--- src/asfb_pkg.sv ---
// Package for the two-channel async serial format and bit-rate block.
// Assumes an 8-bit I/O port on the CPU side and a single 25 MHz system clock.
package asfb_pkg;

    // I/O addresses
    localparam logic [7:0] ADDR_CTRL_A0 = 8'h00;
    localparam logic [7:0] ADDR_CTRL_A1 = 8'h01;
    localparam logic [7:0] ADDR_CTRL_B0 = 8'h02;
    localparam logic [7:0] ADDR_CTRL_B1 = 8'h03;
    localparam logic [7:0] ADDR_STAT0   = 8'h04;
    localparam logic [7:0] ADDR_STAT1   = 8'h05;
    localparam logic [7:0] ADDR_TXD0    = 8'h06;
    localparam logic [7:0] ADDR_TXD1    = 8'h07;

    // Control register B fields
    localparam int B_ABTS  = 7;
    localparam int B_MP    = 6;
    localparam int B_CTSPS = 5;
    localparam int B_ODD   = 4;
    localparam int B_DR    = 3;
    localparam int B_SS_HI = 2;

    // Control register A fields
    localparam int A_CKDIS = 4;
    localparam int A_WIDTH = 2;
    localparam int A_PAR   = 1;
    localparam int A_STOP  = 0;

    // Status fields
    localparam int STAT_TX_BUFFER_EMPTY_FLAG = 1;
    localparam int STAT_BUSY = 0;

    // Reset values and encodings
    localparam logic [2:0] SS_RESET = 3'h7;
    localparam logic [2:0] SS_EXT   = 3'h7;
    localparam logic [2:0] MOD_RESET = 3'h0;

    // Bit-rate dividers, stored as terminal counts
    localparam logic [4:0] PRESCALE_LO_M1 = 5'h09;   // divide by 10
    localparam logic [4:0] PRESCALE_HI_M1 = 5'h1D;   // divide by 30
    localparam logic [5:0] DIV_LO_M1      = 6'h0F;   // divide by 16
    localparam logic [5:0] DIV_HI_M1      = 6'h3F;   // divide by 64

    localparam int         FRAME_W = 12;
    localparam logic [7:0] RD_ZERO = 8'h00;

    typedef struct packed {
        logic w8;
        logic par_en;
        logic stop2;
        logic mp;
        logic abts;
        logic odd;
    } asfb_fmt_s;

    typedef struct packed {
        logic [FRAME_W-1:0] bits;
        logic [3:0]         len;
    } asfb_frame_s;

    typedef enum logic {
        TX_IDLE  = 1'b0,
        TX_SHIFT = 1'b1
    } asfb_tx_state_e;

endpackage

--- src/asfb_top.sv ---
// Two-channel async serial unit: frame format, bit-rate generation, transmitter.
// Assumes an I/O-mapped CPU port on clk_i; CTS and data clock pins are asynchronous.
// Function
// - Normal frame is start, 7 or 8 data, optional parity, 1 or 2 stops.
// - Multiprocessor frame is start, data, address-wake bit, stops, never parity.
// - With multiprocessor off, frame comes from width, parity-enable and stop fields.
// - Address-wake bit sent equals the address-bit-to-send control bit.
// - Address-bit-to-send has no reset value.
// - Reading the CTS/prescale bit returns the live CTS pin level.
// - CTS pin high forces the transmit-buffer-empty flag to 0.
// - Channel 1 CTS shares the clocked-serial receive pin, valid when selected.
// - Reset does not change the CTS/prescale read value.
// - Written CTS/prescale bit selects prescale 30 or 10; reset gives 10.
// - Odd-parity select gives even at 0, odd at 1; reset clears it.
// - Odd-parity select sets sense only; parity-enable decides presence.
// - Divide select gives 16 at 0 or 64 at 1; reset clears it.
// - Clock-source field picks internal or external clock; reset sets all ones.
// - External data clock pins are shared with DMA request and end lines.
// - Clock-source codes 0..6 divide by 1..64; code 7 uses external pin.
// - After reset pins are clock inputs; DMA memory-I/O mode reclaims pin 0.
`timescale 1ns/10ps
`default_nettype none
module asfb_top (
    input  wire logic       clk_i,              // 25 MHz system clock
    input  wire logic       reset_n_i,          // Synchronous reset, low active
    input  wire logic [7:0] io_addr_i,          // I/O address
    input  wire logic       io_wr_i,            // Write strobe, one cycle
    input  wire logic       io_rd_i,            // Read strobe, one cycle
    input  wire logic [7:0] io_wdata_i,         // Write data
    output logic      [7:0] io_rdata_o,         // Read data, valid cycle after strobe
    input  wire logic [1:0] cts_pin_i,          // Clear-to-send pins, high inhibits
    input  wire logic       ch1_cts_pin_select_i,// Channel 1 pin acts as CTS
    input  wire logic [1:0] ext_clk_pin_i,      // External data clock pins
    input  wire logic       dma0_io_mode_i,     // DMA channel 0 in memory-I/O mode
    output logic      [1:0] txd_o,              // Serial data out, idle high
    output logic      [1:0] tx_buffer_empty_flag_o, // Buffer has room and CTS allows
    output logic            ck0_is_dma_o,       // Pin 0 serves as DMA request
    output logic            ck1_is_dma_o        // Pin 1 serves as DMA end
);
    localparam int FW = asfb_pkg::FRAME_W;

    function automatic asfb_pkg::asfb_frame_s build_frame(input asfb_pkg::asfb_fmt_s f,
                                                          input logic [7:0] d);
        asfb_pkg::asfb_frame_s r;
        logic [7:0] dm;
        logic [3:0] pos;
        logic       extra;
        r.bits = '1;
        r.bits[0] = 1'b0;
        dm  = f.w8 ? d : {1'b0, d[6:0]};
        pos = f.w8 ? 4'h9 : 4'h8;
        for (int i = 0; i < 8; i++) begin
            if (i < 7 || f.w8) begin
                r.bits[1+i] = dm[i];
            end
        end
        extra = f.mp ? f.abts : (^dm ^ f.odd);
        if (f.mp || f.par_en) begin
            r.bits[pos] = extra;
            pos = 4'(pos + 4'h1);
        end
        r.len = 4'(pos + (f.stop2 ? 4'h2 : 4'h1));
        return r;
    endfunction

    // Pin synchronisers; stage one is read only by stage two
    logic [1:0] cts_m_q, cts_s_q, ck_m_q, ck_s_q, ck_p_q;
    always_ff @(posedge clk_i) begin
        cts_m_q <= cts_pin_i;
        cts_s_q <= cts_m_q;
        ck_m_q  <= ext_clk_pin_i;
        ck_s_q  <= ck_m_q;
        ck_p_q  <= ck_s_q;
    end
    wire [1:0] ck_rise = ck_s_q & ~ck_p_q;

    // Channel 1 pin only carries CTS when selected
    wire [1:0] cts_eff = {cts_s_q[1] & ch1_cts_pin_select_i, cts_s_q[0]};

    logic [2:0] mod_q [2];
    logic       ckdis_q [2];
    logic       mp_q [2];
    logic       ps_q [2];
    logic       odd_q [2];
    logic       dr_q [2];
    logic [2:0] ss_q [2];
    logic       abts_q [2];

    logic [4:0] pre_cnt_q [2];
    logic [5:0] ss_cnt_q [2];
    logic [5:0] bit_cnt_q [2];
    logic [1:0] pre_tick, samp_tick, bit_tick;

    asfb_pkg::asfb_tx_state_e st_q [2];
    logic [FW-1:0] sh_q [2];
    logic [3:0]    left_q [2];
    logic [1:0]    txd_q, tx_buffer_empty_flag_q;
    logic [1:0]    buf_rdy, buf_vld, take;
    logic [7:0]    buf_dat [2];
    asfb_pkg::asfb_frame_s frm [2];
    logic [1:0]    wr_a, wr_b, wr_t;

    for (genvar c = 0; c < 2; c++) begin : g_ch
        assign wr_a[c] = io_wr_i && (io_addr_i == 8'(asfb_pkg::ADDR_CTRL_A0 + c));
        assign wr_b[c] = io_wr_i && (io_addr_i == 8'(asfb_pkg::ADDR_CTRL_B0 + c));
        assign wr_t[c] = io_wr_i && (io_addr_i == 8'(asfb_pkg::ADDR_TXD0 + c));

        always_ff @(posedge clk_i) begin
            if (!reset_n_i) begin
                mod_q[c]   <= asfb_pkg::MOD_RESET;
                ckdis_q[c] <= 1'b0;
                mp_q[c]    <= 1'b0;
                ps_q[c]    <= 1'b0;
                odd_q[c]   <= 1'b0;
                dr_q[c]    <= 1'b0;
                ss_q[c]    <= asfb_pkg::SS_RESET;
            end else begin
                if (wr_a[c]) begin
                    mod_q[c]   <= io_wdata_i[asfb_pkg::A_WIDTH:asfb_pkg::A_STOP];
                    ckdis_q[c] <= io_wdata_i[asfb_pkg::A_CKDIS];
                end
                if (wr_b[c]) begin
                    mp_q[c]  <= io_wdata_i[asfb_pkg::B_MP];
                    ps_q[c]  <= io_wdata_i[asfb_pkg::B_CTSPS];
                    odd_q[c] <= io_wdata_i[asfb_pkg::B_ODD];
                    dr_q[c]  <= io_wdata_i[asfb_pkg::B_DR];
                    ss_q[c]  <= io_wdata_i[asfb_pkg::B_SS_HI:0];
                end
            end
        end

        // Deliberately outside reset: software must load it before use
        always_ff @(posedge clk_i) begin
            if (wr_b[c]) begin
                abts_q[c] <= io_wdata_i[asfb_pkg::B_ABTS];
            end
        end

        // Prescaler, source ratio and 16/64 divider in series
        wire [4:0] pre_m1 = ps_q[c] ? asfb_pkg::PRESCALE_HI_M1 : asfb_pkg::PRESCALE_LO_M1;
        wire [5:0] ss_m1  = 6'((7'h01 << ss_q[c]) - 7'h01);
        wire [5:0] div_m1 = dr_q[c] ? asfb_pkg::DIV_HI_M1 : asfb_pkg::DIV_LO_M1;
        wire       ext    = (ss_q[c] == asfb_pkg::SS_EXT);
        assign pre_tick[c]  = (pre_cnt_q[c] == pre_m1);
        assign samp_tick[c] = ext ? ck_rise[c] : (pre_tick[c] && ss_cnt_q[c] == ss_m1);
        assign bit_tick[c]  = samp_tick[c] && (bit_cnt_q[c] == div_m1);

        always_ff @(posedge clk_i) begin
            if (!reset_n_i) begin
                pre_cnt_q[c] <= 5'h00;
                ss_cnt_q[c]  <= 6'h00;
                bit_cnt_q[c] <= 6'h00;
            end else begin
                pre_cnt_q[c] <= pre_tick[c] ? 5'h00 : 5'(pre_cnt_q[c] + 5'h01);
                if (pre_tick[c]) begin
                    ss_cnt_q[c] <= (ss_cnt_q[c] >= ss_m1) ? 6'h00 : 6'(ss_cnt_q[c] + 6'h01);
                end
                if (samp_tick[c]) begin
                    bit_cnt_q[c] <= (bit_cnt_q[c] >= div_m1) ? 6'h00 : 6'(bit_cnt_q[c] + 6'h01);
                end
            end
        end

        asfb_buf2 #(.W(8)) u_buf (
            .clk_i       (clk_i),
            .reset_n_i   (reset_n_i),
            .in_valid_i  (wr_t[c]),
            .in_ready_o  (buf_rdy[c]),
            .in_data_i   (io_wdata_i),
            .out_valid_o (buf_vld[c]),
            .out_ready_i (take[c]),
            .out_data_o  (buf_dat[c])
        );

        wire asfb_pkg::asfb_fmt_s fmt = '{w8: mod_q[c][asfb_pkg::A_WIDTH],
                                          par_en: mod_q[c][asfb_pkg::A_PAR] & ~mp_q[c],
                                          stop2: mod_q[c][asfb_pkg::A_STOP],
                                          mp: mp_q[c], abts: abts_q[c], odd: odd_q[c]};
        assign frm[c]  = build_frame(fmt, buf_dat[c]);
        assign take[c] = (st_q[c] == asfb_pkg::TX_IDLE) && buf_vld[c];

        always_ff @(posedge clk_i) begin
            if (!reset_n_i) begin
                st_q[c]   <= asfb_pkg::TX_IDLE;
                sh_q[c]   <= '1;
                left_q[c] <= 4'h0;
                txd_q[c]  <= 1'b1;
                tx_buffer_empty_flag_q[c] <= 1'b0;
            end else begin
                tx_buffer_empty_flag_q[c] <= buf_rdy[c] && !cts_eff[c];
                unique case (st_q[c])
                    asfb_pkg::TX_IDLE: begin
                        if (take[c]) begin
                            sh_q[c]   <= frm[c].bits;
                            left_q[c] <= frm[c].len;
                            st_q[c]   <= asfb_pkg::TX_SHIFT;
                        end
                    end
                    asfb_pkg::TX_SHIFT: begin
                        if (bit_tick[c]) begin
                            txd_q[c]  <= sh_q[c][0];
                            sh_q[c]   <= {1'b1, sh_q[c][FW-1:1]};
                            left_q[c] <= 4'(left_q[c] - 4'h1);
                            if (left_q[c] == 4'h1) begin
                                st_q[c] <= asfb_pkg::TX_IDLE;
                            end
                        end
                    end
                endcase
            end
        end
    end

    // Read path; the CTS bit follows the pin, never a reset value
    wire       sel = io_addr_i[0];
    wire [7:0] rd_a = {3'h0, ckdis_q[sel], 1'b0, mod_q[sel]};
    wire [7:0] rd_b = {abts_q[sel], mp_q[sel], cts_s_q[sel], odd_q[sel], dr_q[sel], ss_q[sel]};
    wire [7:0] rd_s = {6'h00, tx_buffer_empty_flag_q[sel], (st_q[sel] == asfb_pkg::TX_SHIFT)};
    wire       hit_a = (io_addr_i[7:1] == asfb_pkg::ADDR_CTRL_A0[7:1]);
    wire       hit_b = (io_addr_i[7:1] == asfb_pkg::ADDR_CTRL_B0[7:1]);
    wire       hit_s = (io_addr_i[7:1] == asfb_pkg::ADDR_STAT0[7:1]);
    wire [7:0] rd_mux = hit_a ? rd_a : hit_b ? rd_b : hit_s ? rd_s : asfb_pkg::RD_ZERO;

    logic [7:0] rdata_q;
    logic       ck0_dma_q, ck1_dma_q;
    always_ff @(posedge clk_i) begin
        if (!reset_n_i) begin
            rdata_q   <= asfb_pkg::RD_ZERO;
            ck0_dma_q <= 1'b0;
            ck1_dma_q <= 1'b0;
        end else begin
            if (io_rd_i) begin
                rdata_q <= rd_mux;
            end
            ck0_dma_q <= dma0_io_mode_i;
            ck1_dma_q <= ckdis_q[1];
        end
    end

    assign io_rdata_o             = rdata_q;
    assign txd_o                  = txd_q;
    assign tx_buffer_empty_flag_o = tx_buffer_empty_flag_q;
    assign ck0_is_dma_o           = ck0_dma_q;
    assign ck1_is_dma_o           = ck1_dma_q;

    // Sample ticks seen since channel 0's last bit tick; a control B write may
    // move the divider in mid-bit, so that one bit is left unchecked
    logic [6:0] samp_seen_q;
    logic       div_moved_q;
    always_ff @(posedge clk_i) begin
        if (!reset_n_i || bit_tick[0]) begin
            samp_seen_q <= 7'h00;
            div_moved_q <= 1'b0;
        end else begin
            samp_seen_q <= 7'(samp_seen_q + {6'h00, samp_tick[0]});
            div_moved_q <= div_moved_q || wr_b[0];
        end
    end
endmodule
`default_nettype wire

--- src/asfb_buf2.sv ---
// Two-entry buffer with valid/ready on both sides.
// Assumes both sides on the same clock; a stall on the drain side fills it.
`timescale 1ns/10ps
`default_nettype none
module asfb_buf2 #(
    parameter int W = 8
) (
    input  wire logic         clk_i,      // System clock
    input  wire logic         reset_n_i,  // Synchronous reset, low active
    input  wire logic         in_valid_i, // Word offered
    output logic              in_ready_o, // Room for a word
    input  wire logic [W-1:0] in_data_i,  // Offered word
    output logic              out_valid_o,// Word available
    input  wire logic         out_ready_i,// Drain takes word
    output logic [W-1:0]      out_data_o  // Oldest word
);
    logic [W-1:0] mem_q [2];
    logic         wp_q;
    logic         rp_q;
    logic [1:0]   cnt_q;
    wire          push = in_valid_i && (cnt_q != 2'h2);
    wire          pop  = out_ready_i && (cnt_q != 2'h0);

    assign in_ready_o  = (cnt_q != 2'h2);
    assign out_valid_o = (cnt_q != 2'h0);
    assign out_data_o  = mem_q[rp_q];

    always_ff @(posedge clk_i) begin
        if (!reset_n_i) begin
            wp_q  <= 1'b0;
            rp_q  <= 1'b0;
            cnt_q <= 2'h0;
        end else begin
            wp_q  <= wp_q ^ push;
            rp_q  <= rp_q ^ pop;
            cnt_q <= 2'(cnt_q + {1'b0, push} - {1'b0, pop});
        end
    end

    always_ff @(posedge clk_i) begin
        if (push) begin
            mem_q[wp_q] <= in_data_i;
        end
    end
endmodule
`default_nettype wire

--- config.mk ---
export PLATFORM = sky130hd
export DESIGN_NAME = asfb_top
export DESIGN_NICKNAME = d
export VERILOG_FILES = /design/src/asfb_pkg.sv /design/src/asfb_top.sv /design/src/asfb_buf2.sv
export SDC_FILE = /design/constraint.sdc
export NUM_CORES = 1
export LEC_CHECK = 0
export ABC_AREA = 1
export BUFFER_PORTS_ARGS = -buffer_cell sky130_fd_sc_hd__buf_2
export CORE_ASPECT_RATIO = 0.75
export CORE_MARGIN = 4
export CORE_UTILIZATION = 25
export CTS_BUF_LIST = sky130_fd_sc_hd__clkbuf_8
export CTS_CLUSTER_DIAMETER = 150
export CTS_CLUSTER_SIZE = 20
export DETAILED_ROUTE_END_ITERATION = 16
export PLACE_DENSITY = 0.46
export SYNTH_ARGS = -nofsm -noshare
export SYNTH_HDL_FRONTEND = slang
export SYNTH_SLANG_ARGS = --single-unit
--- constraint.sdc ---
create_clock -name clk_i -period 8.3 [get_ports clk_i]
set_input_delay 0.415 -clock clk_i [delete_from_list [all_inputs] [get_ports clk_i]]
set_output_delay 0.415 -clock clk_i [all_outputs]
set_load 0.1 [all_outputs]
==> run_results.csv <==
group,metric,value,unit
setup_path,worst_ep_arrival_time,3210,ps
clock_network,clkSinkCount,154,
routing,wl_met3,611,um
timing,max_freq,322,MHz
setup_path,worst_setup_path_end_kind,"flop",
global_route,grt_pass1_wl,28800,um
synth,syn_inst,808,
placed_design,hpwl,13100,um
final_layout,layout.nets,922,
timing,relSlewSlack,0.205,
final_layout,final_common_cell,"nand2_1",
setup_path,r2r_cells,14,
pwr,p_clk_frac,0.305,
global_route,grt_antenna_before_repair,0,
synth,synth_top_family_by_area,"simple AND/OR/NAND/NOR gates",
clock_network,ctsHtreeMaxLevel,4,
routing,wl_per_cell,14.1,um
final_layout,multi_input_area,2930,um^2
setup_path,endpoint,"sh_q[0][3]",
floorplanning,die_h,159,um
pwr,powerDensity,236,nW/um^2
timing,finalCritPeriodShare,0.374,
clock_network,postCtsSetupBuffers,0,
routing,via_per_inst,4.24,
setup_path,crit_path_top_delay_cell,"nand2_1",
pwr,power_frac_seq,0.474,
synth,synth.distinct_cells,46,
routing,met2_wirelength,7190,um
outcome,status,"finished clean",
final_layout,stdcell_count,1264,
pwr,power.switching,0.684,mW
pwr,power.internal,1.35,mW
clock_network,clockBufferDepth,2,
setup_path,start_kind,"flop",
routing,drtIter0Drc,396,
setup_path,startpoint,"ss_q[0][1]",
pwr,max-vdd-ir-drop,0.103,mV
floorplanning,die-width,210,um
routing,wl_met1,9800,um
setup_path,crit_top_cell,"nand2_1",
synth,synth-async-reset-ratio,0,
global_route,grt_pass1_vias,5181,
routing,highest-signal-layer,"met4",
flow_run,max-cap-violations,0,
clock_network,numCtsBuffers,17,
timing,setup_tns,0,ps
synth,ys_seq_area_frac,0.541,
floorplanning,num_io_pins,40,
synth,syn-cell-area,7630,um^2
pwr,p_comb_frac,0.221,
min_path,hp-class,"input pin to flop",
clock_network,clkLatencyLatePin,470,ps
setup_path,ff2ff_setup_slack,5190,ps
global_route,grt-ovfl-total,0,
floorplanning,core_area,30100,um^2
synth,synthMuxAreaShare,0.00131,
timing,timing_hold_violations_final,0,
synth,synth_warnings,0,
final_layout,area_growth,13.5,%
timing,rsz0062_at_grt,"false",
routing,ant_nets,0,
pwr,leakagePower,3.55,nW
synth,synth_fa_ha_area_frac,0.0741,
synth,synth.avg_cell_area,9.44,um^2
synth,synth_compound_area_frac,0.0766,
placed_design,placed_cells,1232,
timing,drv_slew,0,
global_route,track_usage,0.109,
timing,skew,19.3,ps
routing,wl,17800,um
clock_network,path_clk_slew,90,ps
setup_path,reg2reg_from,"ss_q[0][1]",
routing,firstDrtPassIters,5,
timing,worstMarginPinSlew,1180,ps
setup_path,required,8410,ps
synth,synthSimpleGateAreaFrac,0.205,
final_layout,diodes,0,
placed_design,portBuffers,39,
routing,vias,5356,
pwr,power.share.switching,0.336,
placed_design,gp_congestion,0.752,
clock_network,cts_tree,"done",
setup_path,path_cells,"nor2_1 -> nand2_1 -> ha_1 -> nand2_1 -> xnor2_1 -> ha_1 -> nand2_1 -> clkinv_1 -> nand2_1 -> nor4b_2 -> nand2_1 -> nand2_2 -> nand3_1 -> nand2_1",
clock_network,clock-root-buffer,"clkbuf_8",
final_layout,final_cell_mix,"nand2_1 (177), inv_1 (119), edfxtp_1 (104)",
timing,period_minus_slack,3110,ps
final_layout,n_fill_cell,3207,
setup_path,cp_slowest_stage_delay,480,ps
final_layout,register_area,4120,um^2
clock_network,cts_hold_buf,0,
routing,drc,0,
setup_path,critPathMaxFanout,14,
floorplanning,rows,55,
global_route,grt_max_degree,36,
synth,synth_edf_count,104,
floorplanning,start_util,0.253,
synth,synthXorXnorAreaFrac,0.0276,
synth,synth_fp_nets,878,
setup_path,r2r-end,"sh_q[0][3]",
synth,synth_ff_type,"edfxtp_1",
timing,finalHoldWorstSlack,47.9,ps
clock_network,cts_resized,0,
setup_path,crit_type,"flop to flop",
floorplanning,die_area,33400,um^2
synth,synth_seq_cells,154,
timing,setup_violations,0,
final_layout,drive_gt1_frac,0.119,
kinds of logic (layout without fill, tap and decap cells):
logic type	after synthesis	after routing
buffers and inverters	141	198
AOI/OAI and AO/OA	99	99
and+or+nand+nor	345	345
DFF	154	154
adders and majority gates	44	44
muxes	1	1
xor gates and xnor gates	24	24
critical path: cells and delay by family, from the launching register on:
family / cells / cell delay, ps
adder cells (fa/ha/maj): 2 / 520
flip-flops: 1 / 450
buffers and inverters: 1 / 60
XOR/XNOR: 1 / 80
AND/OR/NAND/NOR: 10 / 1630
registers in the layout (all words and copies together) (netlist names), 4 cells and up, named ones only:
signal,count
bit_cnt_q,12
g_ch.u_buf.cnt_q,4
g_ch.u_buf.mem_q,32
io_rdata_o,8
left_q,8
mod_q,6
pre_cnt_q,10
sh_q,20
ss_cnt_q,12
ss_q,6
worst min-delay path by stage:
| stage | start | to | cells past startpoint |
|---|---|---|---|
| after global routing | ext_clk_pin_i[1] | ck_m_q[1] | 1 |
| final | cts_pin_i[1] | cts_m_q[1] | 1 |
| after CTS | cts_pin_i[1] | cts_m_q[1] | 1 |
| after detailed placement | cts_m_q[0] | cts_s_q[0] | 0 |
| after floorplan | ck_m_q[0] | ck_s_q[0] | 0 |
| after global placement | cts_m_q[0] | cts_s_q[0] | 0 |
cells in the mapped netlist, types with 8 or more instances:
| library cell | number | share of area |
|---|---|---|
| a21oi_1 | 27 | 0.018 |
| nand2_2 | 8 | 0.0066 |
| dfxtp_1 | 50 | 0.13 |
| edfxtp_1 | 104 | 0.41 |
| o211ai_1 | 8 | 0.0079 |
| inv_1 | 119 | 0.059 |
| nor3_1 | 11 | 0.0072 |
| nand2_1 | 177 | 0.087 |
| nand3_1 | 39 | 0.026 |
| xor2_1 | 13 | 0.015 |
| nor2_1 | 71 | 0.035 |
| o22ai_1 | 13 | 0.011 |
| xnor2_1 | 11 | 0.013 |
| o21ai_0 | 34 | 0.022 |
| nand4_1 | 13 | 0.011 |
| ha_1 | 42 | 0.069 |
layer usage:
layer  up-vias  global-route usage
met3        12              0.0264
met5         -                   0
met1      2493               0.171
met4         0              0.0258
li1       2775                   -
met2        76               0.151
layout make-up:
cell class                      instances  share of cell area
Clock inverter                         15              0.0218
Timing Repair Buffer                   40              0.0234
Tap cell                              399              0.0577
Sequential cell                       154               0.477
Multi-Input combinational cell        513               0.339
Clock buffer                           17              0.0270
Inverter                              126              0.0546
through the flow:
step,cell area [um^2],setup WS (ps),util,power [mW]
2_1_floorplan,7630,5610,-,1.33
3_3_place_gp,8230,5290,0.273,1.44
3_5_place_dp,8230,5170,0.273,1.44
4_1_cts,8650,5140,0.287,2.07
5_1_grt,8650,4860,0.287,2.18
6_report,8650,5190,0.287,2.04
power by group through the flow:
stage	registers, mW	logic (mW)	clock network (mW)
floorplan	0.984	0.344	0
global placement	0.986	0.452	0
detailed placement	0.986	0.452	0
CTS	0.970	0.457	0.642
global route	0.980	0.523	0.680
finish	0.967	0.450	0.622
No activity file was read; power rests on OpenSTA's default activity.
